<file path="src/common/amrg_map.svh">
`ifndef AMRG_MAP_SVH
`define AMRG_MAP_SVH
// Register indices; byte address is four times the index.
`define AMRG_IDX_AUXB_CTRL 8'h5d
`define AMRG_IDX_LPLAY_GAIN 8'h60
`define AMRG_IDX_RPLAY_GAIN 8'h61
`define AMRG_IDX_LREC_GAIN 8'h62
// Field positions.
`define AMRG_B_AUXB_ENA 15
`define AMRG_B_RDAC 12
`define AMRG_B_LDAC 11
`define AMRG_B_ATTN 10
`define AMRG_B_RREC 9
`define AMRG_B_AUXA 2
`define AMRG_B_RPLAY 1
`define AMRG_B_LPLAY 0
`define AMRG_F_HI3 15
`define AMRG_F_MID3 11
`define AMRG_F_PGA_R 7
`define AMRG_F_PGA_L 3
`define AMRG_B_BOOST 0
// Writable masks and reset value.
`define AMRG_M_AUXB 16'h9e03
`define AMRG_M_LPLAY 16'h0eee
`define AMRG_M_RPLAY 16'he0ee
`define AMRG_M_LREC 16'h0e0f
`define AMRG_RST 16'h0000
`endif

</file>
<file path="src/common/amrg_pkg.sv">
package amrg_pkg;
    // Mixer path gain in half-dB units; disconnected reported separately.
    typedef logic [2:0] amrg_gain_code_t;
    typedef logic signed [5:0] amrg_gain_db_t;
endpackage : amrg_pkg

</file>
<file path="src/design/amrg_regs.sv">
`timescale 1ns/10ps
`include "amrg_map.svh"
//////////////////////////////////////////////////////////////////////////////
// Contract
// - Bit15 enables mixer; bit12 routes right DAC.
// - Bit11 routes left DAC into mixer.
// - Bit10 attenuates second aux output 6dB.
// - Bit9 routes right record mixer in.
// - Bit1 routes right playback mixer in.
// - Bit0 routes left playback mixer in.
// - Gain code 000 off, 001 -12dB, 3dB steps.
// - Left play bits 11:9 third left gain.
// - Left play bits 7:5 right amplifier gain.
// - Left play bits 3:1 left amplifier gain.
// - Right play bits 15:13 third right gain.
// - Right play bits 7:5 right amplifier gain.
// - Right play bits 3:1 left amplifier gain.
// - Left record bits 11:9 third left gain.
// - Left record bits 3:1 second left gain.
// - Left record bit0 gives 20dB boost.
//////////////////////////////////////////////////////////////////////////////
module amrg_regs #(
    parameter int ADDR_W = 12 // APB address width.
) (
    input wire logic clk_i, // 250 MHz clock.
    input wire logic srst_i, // Synchronous reset, active high.
    input wire logic psel_i, // APB select.
    input wire logic penable_i, // APB enable.
    input wire logic pwrite_i, // APB direction, high for write.
    input wire logic [ADDR_W-1:0] paddr_i, // APB byte address.
    input wire logic [31:0] pwdata_i, // APB write data.
    input wire logic [3:0] pstrb_i, // APB byte strobes.
    output logic [31:0] prdata_o, // APB read data.
    output logic pready_o, // APB ready.
    output logic pslverr_o, // APB error on unmapped address.
    output logic aux_out_b_mixer_enable_o, // Second aux mixer on.
    output logic right_dac_to_aux_b_o, // Right DAC into mixer.
    output logic left_dac_to_aux_b_o, // Left DAC into mixer.
    output logic aux_b_minus_6db_o, // 6dB attenuation on.
    output logic right_rec_mix_to_aux_b_o, // Right record mix into mixer.
    output logic right_play_mix_to_aux_b_o, // Right play mix into mixer.
    output logic left_play_mix_to_aux_b_o, // Left play mix into mixer.
    output logic [11:0] path_connected_o, // Per-path connected flags.
    output logic [71:0] path_gain_db_o, // Per-path gain, signed half-dB, 6 bits each.
    output logic left_pga_rec_boost_o // Left amplifier record boost on.
);
    // Refuse address widths that cannot reach the highest register index.
    if (ADDR_W < 10)
    begin : g_addr_w_chk
        $error("ADDR_W too small for register map.");
    end

    //////////////////////////////////////////////////////////////////////////
    // Storage.
    // Each register keeps only its writable bits; everything else is held at zero,
    // so a read returns zero for reserved bits without any extra masking.
    // The unsupported routing bit of the control register is never stored at all,
    // which keeps a careless driver from enabling a path the mixer cannot serve.
    logic [15:0] auxb_r; // Second aux mixer control.
    logic [15:0] lplay_r; // Left playback mixer gains.
    logic [15:0] rplay_r; // Right playback mixer gains.
    logic [15:0] lrec_r; // Left record mixer gains.
    logic [15:0] rdata_nxt; // Read mux value.
    logic hit_nxt; // Address is mapped.
    logic [15:0] wmask_nxt; // Byte-strobe mask.
    logic [15:0] wv_nxt; // Write data low half.
    logic [35:0] codes_nxt; // Twelve gain fields, gathered.
    logic [11:0] conn_nxt; // Connected flags.
    logic [71:0] db_nxt; // Decoded gains.

    // Gain decode: 000 disconnected, 001 is -12dB, 3dB per code step.
    // The product overflows six bits for high codes, but the result is taken
    // modulo 64, so the final difference lands on the right signed value.
    // Code 000 is filtered by the caller; its raw value here has no meaning.
    function automatic amrg_pkg::amrg_gain_db_t gain_db(input amrg_pkg::amrg_gain_code_t c);
        gain_db = 6'(6'sd6 * $signed({3'b000, c}) - 6'sd30);
    endfunction : gain_db

    // Index match on word address.
    function automatic logic idx_is(input logic [ADDR_W-1:0] a, input logic [7:0] i);
        idx_is = (a[ADDR_W-1:2] == (ADDR_W-2)'(i)) && (a[1:0] == 2'b00);
    endfunction : idx_is

    //////////////////////////////////////////////////////////////////////////
    // Address decode and read mux; unlisted bits read zero.
    // Only aligned word addresses hit; byte offsets inside a word are refused,
    // because a partial address would make the strobe mapping ambiguous.
    // The decode is purely combinational and is registered by the bus process.
    always_comb
    begin
        hit_nxt = 1'b1;
        if (idx_is(paddr_i, `AMRG_IDX_AUXB_CTRL))
        begin
            rdata_nxt = auxb_r;
        end
        else if (idx_is(paddr_i, `AMRG_IDX_LPLAY_GAIN))
        begin
            rdata_nxt = lplay_r;
        end
        else if (idx_is(paddr_i, `AMRG_IDX_RPLAY_GAIN))
        begin
            rdata_nxt = rplay_r;
        end
        else if (idx_is(paddr_i, `AMRG_IDX_LREC_GAIN))
        begin
            rdata_nxt = lrec_r;
        end
        else
        begin
            rdata_nxt = 16'h0000;
            hit_nxt = 1'b0;
        end
        wmask_nxt = {{8{pstrb_i[1]}}, {8{pstrb_i[0]}}};
        wv_nxt = pwdata_i[15:0];
    end

    // APB answers in the access cycle; zero wait states.
    // Ready is a registered copy of the setup phase, so it rises exactly in the
    // first access cycle and falls again at the next edge.
    // Read data is driven only together with ready and is zero otherwise.
    always_ff @(posedge clk_i)
    begin
        if (srst_i)
        begin
            pready_o <= 1'b0;
            pslverr_o <= 1'b0;
            prdata_o <= 32'h0000_0000;
        end
        else
        begin
            pready_o <= psel_i && !penable_i;
            pslverr_o <= psel_i && !penable_i && !hit_nxt;
            prdata_o <= (psel_i && !penable_i && !pwrite_i) ? {16'h0000, rdata_nxt}
                                                              : 32'h0000_0000;
        end
    end

    // Writes land at the edge that completes the access phase.
    // Byte strobes select which half of the 16-bit word is updated; the upper
    // strobes have no storage behind them and are ignored.
    // Unmapped or misaligned writes fall through and change nothing.
    always_ff @(posedge clk_i)
    begin
        if (srst_i)
        begin
            auxb_r <= `AMRG_RST;
            lplay_r <= `AMRG_RST;
            rplay_r <= `AMRG_RST;
            lrec_r <= `AMRG_RST;
        end
        else if (psel_i && penable_i && pready_o && pwrite_i)
        begin
            if (idx_is(paddr_i, `AMRG_IDX_AUXB_CTRL))
            begin
                // Bit 2 is not writable, so unsupported routing can never be enabled.
                auxb_r <= (auxb_r & ~(wmask_nxt & `AMRG_M_AUXB))
                        | (wv_nxt & wmask_nxt & `AMRG_M_AUXB);
            end
            else if (idx_is(paddr_i, `AMRG_IDX_LPLAY_GAIN))
            begin
                lplay_r <= (lplay_r & ~(wmask_nxt & `AMRG_M_LPLAY))
                         | (wv_nxt & wmask_nxt & `AMRG_M_LPLAY);
            end
            else if (idx_is(paddr_i, `AMRG_IDX_RPLAY_GAIN))
            begin
                rplay_r <= (rplay_r & ~(wmask_nxt & `AMRG_M_RPLAY))
                         | (wv_nxt & wmask_nxt & `AMRG_M_RPLAY);
            end
            else if (idx_is(paddr_i, `AMRG_IDX_LREC_GAIN))
            begin
                lrec_r <= (lrec_r & ~(wmask_nxt & `AMRG_M_LREC))
                        | (wv_nxt & wmask_nxt & `AMRG_M_LREC);
            end
        end
    end

    //////////////////////////////////////////////////////////////////////////
    // Gather gain fields: index 0..2 left play, 3..5 right play, 6..7 left rec.
    // Slots 8 to 11 are spare so the output bus keeps room for later paths.
    always_comb
    begin
        codes_nxt = 36'h0_0000_0000;
        codes_nxt[2:0] = lplay_r[`AMRG_F_MID3 -: 3];
        codes_nxt[5:3] = lplay_r[`AMRG_F_PGA_R -: 3];
        codes_nxt[8:6] = lplay_r[`AMRG_F_PGA_L -: 3];
        codes_nxt[11:9] = rplay_r[`AMRG_F_HI3 -: 3];
        codes_nxt[14:12] = rplay_r[`AMRG_F_PGA_R -: 3];
        codes_nxt[17:15] = rplay_r[`AMRG_F_PGA_L -: 3];
        codes_nxt[20:18] = lrec_r[`AMRG_F_MID3 -: 3];
        codes_nxt[23:21] = lrec_r[`AMRG_F_PGA_L -: 3];
    end

    // Decode each path; spare slots stay disconnected.
    // A disconnected path reports zero gain so that downstream logic never
    // mistakes a stale code for a live level.
    for (genvar g = 0; g < 12; g++)
    begin : g_dec
        assign conn_nxt[g] = codes_nxt[3*g +: 3] != 3'b000;
        assign db_nxt[6*g +: 6] = conn_nxt[g] ? gain_db(codes_nxt[3*g +: 3]) : 6'h00;
    end

    // Control outputs registered from storage.
    // Every output comes from a flip-flop, one cycle after the register bit,
    // so the analogue controls never see the glitches of the decode logic.
    // The cost is one cycle of latency after each write, which is harmless here.
    always_ff @(posedge clk_i)
    begin
        if (srst_i)
        begin
            aux_out_b_mixer_enable_o <= 1'b0;
            right_dac_to_aux_b_o <= 1'b0;
            left_dac_to_aux_b_o <= 1'b0;
            aux_b_minus_6db_o <= 1'b0;
            right_rec_mix_to_aux_b_o <= 1'b0;
            right_play_mix_to_aux_b_o <= 1'b0;
            left_play_mix_to_aux_b_o <= 1'b0;
            path_connected_o <= 12'h000;
            path_gain_db_o <= 72'h00_0000_0000_0000_0000;
            left_pga_rec_boost_o <= 1'b0;
        end
        else
        begin
            aux_out_b_mixer_enable_o <= auxb_r[`AMRG_B_AUXB_ENA];
            right_dac_to_aux_b_o <= auxb_r[`AMRG_B_RDAC];
            left_dac_to_aux_b_o <= auxb_r[`AMRG_B_LDAC];
            aux_b_minus_6db_o <= auxb_r[`AMRG_B_ATTN];
            right_rec_mix_to_aux_b_o <= auxb_r[`AMRG_B_RREC];
            right_play_mix_to_aux_b_o <= auxb_r[`AMRG_B_RPLAY];
            left_play_mix_to_aux_b_o <= auxb_r[`AMRG_B_LPLAY];
            path_connected_o <= conn_nxt;
            path_gain_db_o <= db_nxt;
            left_pga_rec_boost_o <= lrec_r[`AMRG_B_BOOST];
        end
    end

    //////////////////////////////////////////////////////////////////////////
    // Checks.
    // The properties below compare each registered output with the storage bit
    // or field that feeds it, one cycle earlier.
    // Gain values are in signed half-dB units: -12dB is -24, which is 6'h28,
    // -9dB is -18, which is 6'h2e, and +6dB is +12, which is 6'h0c.
    // Slot n of the gain bus occupies bits 6n+5 down to 6n.
    // All checks are disabled during reset, where every output is forced low.
    // The bus checks watch only what the block drives: ready, error and data.
    // Reserved bits of the control and left playback registers are checked directly
    // in storage, since they never reach an output and would otherwise escape notice.
    property p_enable;
        @(posedge clk_i) disable iff (srst_i)
        1'b1 |=> aux_out_b_mixer_enable_o == $past(auxb_r[15]);
    endproperty
    a_enable: assert property (p_enable) else $error("Mixer enable mismatch.");
    property p_ldac;
        @(posedge clk_i) disable iff (srst_i)
        $rose(auxb_r[11]) |=> left_dac_to_aux_b_o;
    endproperty
    a_ldac: assert property (p_ldac) else $error("Left DAC route late.");
    property p_attn;
        @(posedge clk_i) disable iff (srst_i) $fell(auxb_r[10]) |=> !aux_b_minus_6db_o;
    endproperty
    a_attn: assert property (p_attn) else $error("Attenuation stuck.");
    property p_rrec;
        @(posedge clk_i) disable iff (srst_i)
        $changed(auxb_r[9]) |=> $changed(right_rec_mix_to_aux_b_o);
    endproperty
    a_rrec: assert property (p_rrec) else $error("Record route lag.");
    property p_bit2;
        @(posedge clk_i) disable iff (srst_i) auxb_r[2] == 1'b0;
    endproperty
    a_bit2: assert property (p_bit2) else $error("Unsupported bit set.");
    property p_play;
        @(posedge clk_i) disable iff (srst_i)
        ##1 {right_play_mix_to_aux_b_o, left_play_mix_to_aux_b_o} == $past(auxb_r[1:0]);
    endproperty
    a_play: assert property (p_play) else $error("Play routes mismatch.");
    property p_gain;
        @(posedge clk_i) disable iff (srst_i)
        (lplay_r[11:9] == 3'b001) |=> path_connected_o[0] && path_gain_db_o[5:0] == 6'h28;
    endproperty
    a_gain: assert property (p_gain) else $error("Gain -12dB decode wrong.");
    property p_top;
        @(posedge clk_i) disable iff (srst_i)
        (rplay_r[15:13] == 3'b111) |=> path_gain_db_o[23:18] == 6'h0c;
    endproperty
    a_top: assert property (p_top) else $error("Gain +6dB decode wrong.");
    property p_off;
        @(posedge clk_i) disable iff (srst_i)
        (lrec_r[3:1] == 3'b000) |=> !path_connected_o[7];
    endproperty
    a_off: assert property (p_off) else $error("Path not disconnected.");
    property p_boost;
        @(posedge clk_i) disable iff (srst_i) ##1 left_pga_rec_boost_o == $past(lrec_r[0]);
    endproperty
    a_boost: assert property (p_boost) else $error("Boost mismatch.");
    property p_ready;
        @(posedge clk_i) disable iff (srst_i) (psel_i && !penable_i) |=> pready_o;
    endproperty
    a_ready: assert property (p_ready) else $error("Ready missing.");
    c_wr: cover property (@(posedge clk_i) psel_i && penable_i && pready_o && pwrite_i);
    c_err: cover property (@(posedge clk_i) pslverr_o && pready_o);
    c_en: cover property (@(posedge clk_i) aux_out_b_mixer_enable_o);
    // Further checks on routing, decode, spare slots and bus answers.
    // Each gain value check names a fixed code so that a broken decode cannot pass by
    // agreeing with itself.
    // Right DAC route follows its bit one cycle later.
    property p_rdac;
        @(posedge clk_i) disable iff (srst_i)
        $rose(auxb_r[12]) |=> right_dac_to_aux_b_o;
    endproperty
    a_rdac: assert property (p_rdac) else $error("Right DAC route late.");
    // A non-zero code connects the right amplifier path into left playback.
    property p_lplay_mid;
        @(posedge clk_i) disable iff (srst_i)
        (lplay_r[7:5] != 3'b000) |=> path_connected_o[1];
    endproperty
    a_lplay_mid: assert property (p_lplay_mid) else $error("Path not connected.");
    // Top code on the left amplifier path into left playback gives +6dB.
    property p_lplay_low;
        @(posedge clk_i) disable iff (srst_i)
        (lplay_r[3:1] == 3'b111) |=> path_gain_db_o[17:12] == 6'h0c;
    endproperty
    a_lplay_low: assert property (p_lplay_low) else $error("Gain +6dB wrong.");
    // Code 010 on the right amplifier path into right playback gives -9dB.
    property p_rplay_mid;
        @(posedge clk_i) disable iff (srst_i)
        (rplay_r[7:5] == 3'b010) |=> path_gain_db_o[29:24] == 6'h2e;
    endproperty
    a_rplay_mid: assert property (p_rplay_mid) else $error("Gain -9dB wrong.");
    // Code 000 on the left amplifier path into right playback disconnects it.
    property p_rplay_low;
        @(posedge clk_i) disable iff (srst_i)
        (rplay_r[3:1] == 3'b000) |=> !path_connected_o[5] && path_gain_db_o[35:30] == 6'h00;
    endproperty
    a_rplay_low: assert property (p_rplay_low) else $error("Path not off.");
    // A non-zero code connects the third left path into the record mixer.
    property p_lrec_hi;
        @(posedge clk_i) disable iff (srst_i)
        (lrec_r[11:9] != 3'b000) |=> path_connected_o[6];
    endproperty
    a_lrec_hi: assert property (p_lrec_hi) else $error("Record path not on.");
    // Code 001 on the second left path into the record mixer gives -12dB.
    property p_lrec_low;
        @(posedge clk_i) disable iff (srst_i)
        (lrec_r[3:1] == 3'b001) |=> path_gain_db_o[47:42] == 6'h28;
    endproperty
    a_lrec_low: assert property (p_lrec_low) else $error("Record gain wrong.");
    // Spare slots never report a connected path or a gain.
    property p_spare;
        @(posedge clk_i) disable iff (srst_i)
        path_connected_o[11:8] == 4'h0 && path_gain_db_o[71:48] == 24'h00_0000;
    endproperty
    a_spare: assert property (p_spare) else $error("Spare slot active.");
    // An error answer always comes with ready.
    property p_err;
        @(posedge clk_i) disable iff (srst_i)
        pslverr_o |-> pready_o;
    endproperty
    a_err: assert property (p_err) else $error("Error without ready.");
    // Read data is zero outside the answer cycle.
    property p_rdata_idle;
        @(posedge clk_i) disable iff (srst_i)
        !pready_o |-> prdata_o == 32'h0000_0000;
    endproperty
    a_rdata_idle: assert property (p_rdata_idle) else $error("Stray read data.");
    // Reserved bits of the control and left playback registers never hold a one.
    property p_reserved;
        @(posedge clk_i) disable iff (srst_i)
        (auxb_r & ~`AMRG_M_AUXB) == 16'h0000 && (lplay_r & ~`AMRG_M_LPLAY) == 16'h0000;
    endproperty
    a_reserved: assert property (p_reserved) else $error("Reserved bit set.");
    // Reads and record boost are the remaining main scenarios.
    c_rd: cover property (@(posedge clk_i) pready_o && !pwrite_i && prdata_o != 32'h0000_0000);
    c_boost: cover property (@(posedge clk_i) left_pga_rec_boost_o);
endmodule : amrg_regs

</file>
<file path="config.mk">
export PLATFORM = sky130hd
export DESIGN_NAME = amrg_regs
export DESIGN_NICKNAME = d
export VERILOG_FILES = /design/src/common/amrg_pkg.sv /design/src/design/amrg_regs.sv
export VERILOG_INCLUDE_DIRS = /design/src /design/src/common
export SDC_FILE = /design/constraint.sdc
export NUM_CORES = 1
export LEC_CHECK = 0
export CORE_ASPECT_RATIO = 1.2
export CORE_MARGIN = 10
export CORE_UTILIZATION = 30
export CTS_BUF_LIST = sky130_fd_sc_hd__clkbuf_8 sky130_fd_sc_hd__clkbuf_16
export DETAILED_ROUTE_END_ITERATION = 7
export DONT_BUFFER_PORTS = 1
export HOLD_SLACK_MARGIN = 0.08
export MAX_ROUTING_LAYER = met4
export PLACE_DENSITY = 0.52
export SYNTH_ARGS = -nofsm -noshare
export SYNTH_HDL_FRONTEND = slang
export SYNTH_SLANG_ARGS = --single-unit
</file>
<file path="constraint.sdc">
create_clock -name clk_i -period 2.13 [get_ports clk_i]
set_input_delay 0.5325 -clock clk_i [delete_from_list [all_inputs] [get_ports clk_i]]
set_output_delay 0.5325 -clock clk_i [all_outputs]
set_load 0.1 [all_outputs]
</file>
; Word level (Yosys, flattened, before mapping)
; Cells that the tools add are included.
[word_totals]
in_bits = 53
wordCells = 115
regBits = 190
out_inout_bits = 126
[classes]
eq_ne = 4
n_mux = 8
n_addsub = 8
mul = 8
n_bitwise = 25
n_reduce_logical = 35
[op_table]
columns = operator, count
row1 = AND 16 bit, 5
row2 = 2-to-1 mux 16 bit, 4
row3 = subtractor 6 bit (second input constant), 8
row4 = equality test 10 x 7 -> 1 bit (second input constant), 4
row5 = multiplier 2 x 3 -> 5 bit (first input constant), 8
row6 = inverter 12 -> 16 bit, 2
row7 = inverter 16 bit, 2
row8 = OR 16 x 12 -> 16 bit, 2
row9 = OR 16 bit, 2
row10 = nonzero test 3 bit, 8
row11 = OR reduction 2 bit, 9
row12 = inverter 1 bit, 12
row13 = logical AND 1 bit, 10
row14 = AND reduction 5 bit, 1
row15 = 2-to-1 mux 1 bit, 4
row16 = AND reduction 4 bit, 1
row17 = logical NOT 1 bit, 3
row18 = AND reduction 3 bit, 1
row19 = logical NOT 2 bit, 1
row20 = AND reduction 2 bit, 1

; Logic depth before layout (Yosys ltp)
[depth]
depth_word = 8
depth_mapped = 7

; Least setup slack after synthesis
; OpenSTA, ideal clock, no wires.
[synth_timing]
path_kind = register -> register
from = register pready_o
to = register with a tool-made name
stages_incl_launch_ff = 8
required_ps = 2060
synth_period_minus_slack_ps = 2090
arrival_time_ps = 2019
n_path_buf = 3
path_slack_ps = 40
setup_ps = 70
path_cell_list = dfxtp_1 -> and4_1 -> clkbuf_1 -> and2_1 -> buf_2 -> buf_2 -> nand3_1 -> a21oi_1
[synth_lines]
columns = element, line_no
row1 = "start, declared", amrg_regs.sv:34  ; output logic pready_o,
row2 = "start signal, assigned", amrg_regs.sv:131  ; pready_o <= psel_i && !penable_i;

==> results.toml <==
[route]
drt_iter0_drc = 145
detail-route-antenna-nets = 0
drcViolationCount = 0
routed-via-count = 3786
drt-pass1-iter-count = 4
viasPerCell = 4.52
wirelength_microns = 13000
wire_per_inst_microns = 15.5

[power_and_ir_drop]
p_total_mw = 4.19
power_density_nw_per_um2 = 699
power_leakage_nw = 2.50
ir_drop_v = 0.000353

[synthesis]
yosys-top-cells-area = "dfxtp_1 41%, ha_1 9.8%, buf_4 8.1%"
yosysTopAreaCell = "dfxtp_1"
syn-instance-count = 547
synth.avg_cell_area_sq_um = 9.32
ys_warn_count = 0
syn_area_sq_um = 5100
synth_cell_types = 40
ys_ff_latch = 104
synth_top_area_share_pct = 40.9
synth-seq-area-share_pct = 40.9

[global_route]
grtUsageMet1_pct = 11.6
antenna_found_initial = 0
grt_pass1_wl_microns = 20500
grt_max_degree = 50
grt_use_total_pct = 11.7
grt_pass1_vias = 4036
met3_usage_pct = 5.48
overflow = 0
grtUsageMet2_pct = 19.9
grt-busiest-layer = "met2"

[timing]
layout_setup_ws_ns = 0.337
relSlewSlack_pct = 61.8
final.min_clock_period_ns = 1.79
slew_violations = 0
fin_setup_tns_ns = 0
hold_viol_final = 0
tightestPinTransition_ns = 0.573
fmaxAchievable_mhz = 558
finalCritPeriodShare_pct = 84.2
rsz0062_at_grt = "no"
fin_skew_ns = 0.00688
setup_viol = 0

[placement]
io_buffers = 0
pre_cts_ws_ns = 0.0821
gp_congestion = 0.785
dp.cells = 823
placed_cell_area_sq_um = 5680
dp_hpwl_microns = 10400

[clock_network]
cts.reportedPaths.clkPinSlew_ns = 0.07
cts_sinks = 104
clk_latency_ns = 0.35
cts_tree = "built"
htree_levels = 3
cts_resized = 0
cts.path.max_buffers = 2
cts_buffers = 9
cts_root_buf = "clkbuf_16"
hold_buffers = 0
post-cts-setup-buffers = 0

[layout]
fin_cells = 838
syn2layout_area_growth_pct = 17.7
stdcell_area_sq_um = 6000
insertedDiodeCount = 0
fin_nets = 719
drive_above_1_share_pct = 16.9

[worst_setup_path]
crit_path_end_kind = "flop"
r2r_slack_ns = 0.34
crit_path_top_delay_cell = "dfxtp_1"
path_cells = "ha_1 > inv_1 > fa_1 > xor2_1 > nor3b_1 > xnor2_1 > nor2_1"
r2r_cells = 7
arrival_ns = 2.03
crit_type = "flop to flop"
regToRegEndpoint = "path_gain_db_o[47]$_SDFF_PP0_"
max_stage_delay_ns = 0.41
required_ns = 2.37
critPathMaxFanout = 5
cp-start-kind = "flop"

[die]
num_rows = 52
die_h_microns = 163
fp.dieW_microns = 139
die_area_sq_um = 22600
ios = 179
start_util_pct = 30.4
core_sq_um = 16800

[min_path]
min_to = "left_pga_rec_boost_o$_SDFF_PP0_"
hold_depth = 1
hold_class = "input pin to flop"
hp-start = "srst_i"

[outcome]
outcome = "finished clean"

[flow_run]
cap_violations = 0
-- through the flow --
| step | utilization (%) | hold slack [ns] |
|---|---|---|
| after global placement | 33.8 | 0.459 |
| final | 35.7 | 0.259 |
| after floorplan | - | 0.428 |
| after CTS | 35.7 | 0.240 |
| after detailed placement | 33.8 | 0.478 |
| after global routing | 35.7 | 0.236 |
-- where the power goes --
| group | internal, mW | switching, mW | leakage, nW |
|---|---|---|---|
| Combinational | 0.0205 | 0.452 | 1.50 |
| Sequential | 1.95 | 0.000517 | 0.837 |
| Clock | 1.08 | 0.693 | 0.163 |
| Total | 3.05 | 1.15 | 2.50 |
-- placed cells by master (no fill, tap or decap), drive strengths merged, types with 3 or more instances in the layout --
master	Yosys	final
xnor2	33	33
nand2b	7	7
conb	1	54
nor3b	3	3
a221oi	3	3
fa	8	8
nand2	13	13
nor3	7	7
nor2	55	55
nand3	25	25
nand4	12	12
o21ai	30	30
a21oi	36	36
clkbuf	13	11
ha	40	40
a21o	8	8
xor2	7	7
nor2b	9	9
mux2i	5	5
inv	37	38
buf	64	84
and4	4	4
dfxtp	104	104
o31ai	5	5
-- synth_stat cells --
| cell type | instances |
|---|---|
| xnor2_1 | 33 |
| inv_1 | 37 |
| nor4b_4 | 2 |
| o21ai_0 | 30 |
| mux2i_1 | 5 |
| or3_1 | 1 |
| nand2b_1 | 7 |
| buf_4 | 55 |
| and2_1 | 2 |
| buf_6 | 2 |
| conb_1 | 1 |
| nand2_1 | 13 |
| clkbuf_1 | 13 |
| nor2_1 | 55 |
| and4b_1 | 1 |
| nor3b_1 | 2 |
| a221oi_1 | 3 |
| nand4_1 | 12 |
| nand3b_1 | 2 |
| nand4b_1 | 1 |
| and4_1 | 4 |
| a211oi_2 | 2 |
| and3_1 | 2 |
| fa_1 | 8 |
| a21o_1 | 8 |
| a22oi_1 | 2 |
| a32oi_1 | 1 |
| nor3_1 | 7 |
| xor2_1 | 7 |
| nand3_1 | 24 |
| buf_2 | 7 |
| or2_4 | 1 |
| o31ai_1 | 5 |
| o2bb2ai_1 | 1 |
| dfxtp_1 | 104 |
| nor3b_2 | 1 |
| nand3_2 | 1 |
| nor2b_1 | 9 |
| a21oi_1 | 36 |
| ha_1 | 40 |
-- routing by layer --
layer / routed length [microns] / vias up / part of all wire, %
met1: 5090 / 1782 / 39
li1: - / 1835 / -
met2: 6530 / 154 / 50
met3: 1210 / 15 / 9.3
met4: 180 / 0 / 1.4
met5: 0 / - / 0
-- worst max-delay path by stage --
stage	from	slack (ns)	to	cells after the start
3_5_place_dp	paddr_i[1]	0.08	flop	5
3_3_place_gp	paddr_i[1]	0.14	prdata_o[10]$_SDFF_PP0_	4
4_1_cts	flop	0.34	path_gain_db_o[47]$_SDFF_PP0_	7
5_1_grt	flop	0.19	path_gain_db_o[47]$_SDFF_PP0_	7
6_report	flop	0.34	path_gain_db_o[47]$_SDFF_PP0_	7
2_1_floorplan	pready_o$_SDFF_PP0_	0.04	flop	7
-- kinds of logic after synthesis --
family / after synthesis / synth area share, %
fa+ha+maj: 48 / 13.0
compound gates: 88 / 10.0
xor+xnor: 40 / 6.87
mux: 5 / 0.982
buf+inv: 114 / 12.9
simple gates: 147 / 15.3
flops: 104 / 40.9
other cells: 1 / 0.0736
-- worst max-delay path: cells and delay by family, from the launching register on --
| family | cells | cell delay [ns] |
|---|---|---|
| flops | 1 | 0.41 |
| simple gates | 2 | 0.30 |
| buf+inv | 1 | 0.06 |
| xor+xnor | 2 | 0.33 |
| fa+ha+maj | 2 | 0.58 |
-- layout make-up --
type	instances	area (sq um)
clock buffers	11	253
clock inverters	4	68.8
fillers	1717	10800
inverters	37	139
multi-input cells	382	2550
flip-flops and latches	104	2080
well taps	216	270
repair buffers	84	631
(Power assumes the default switching activity.)
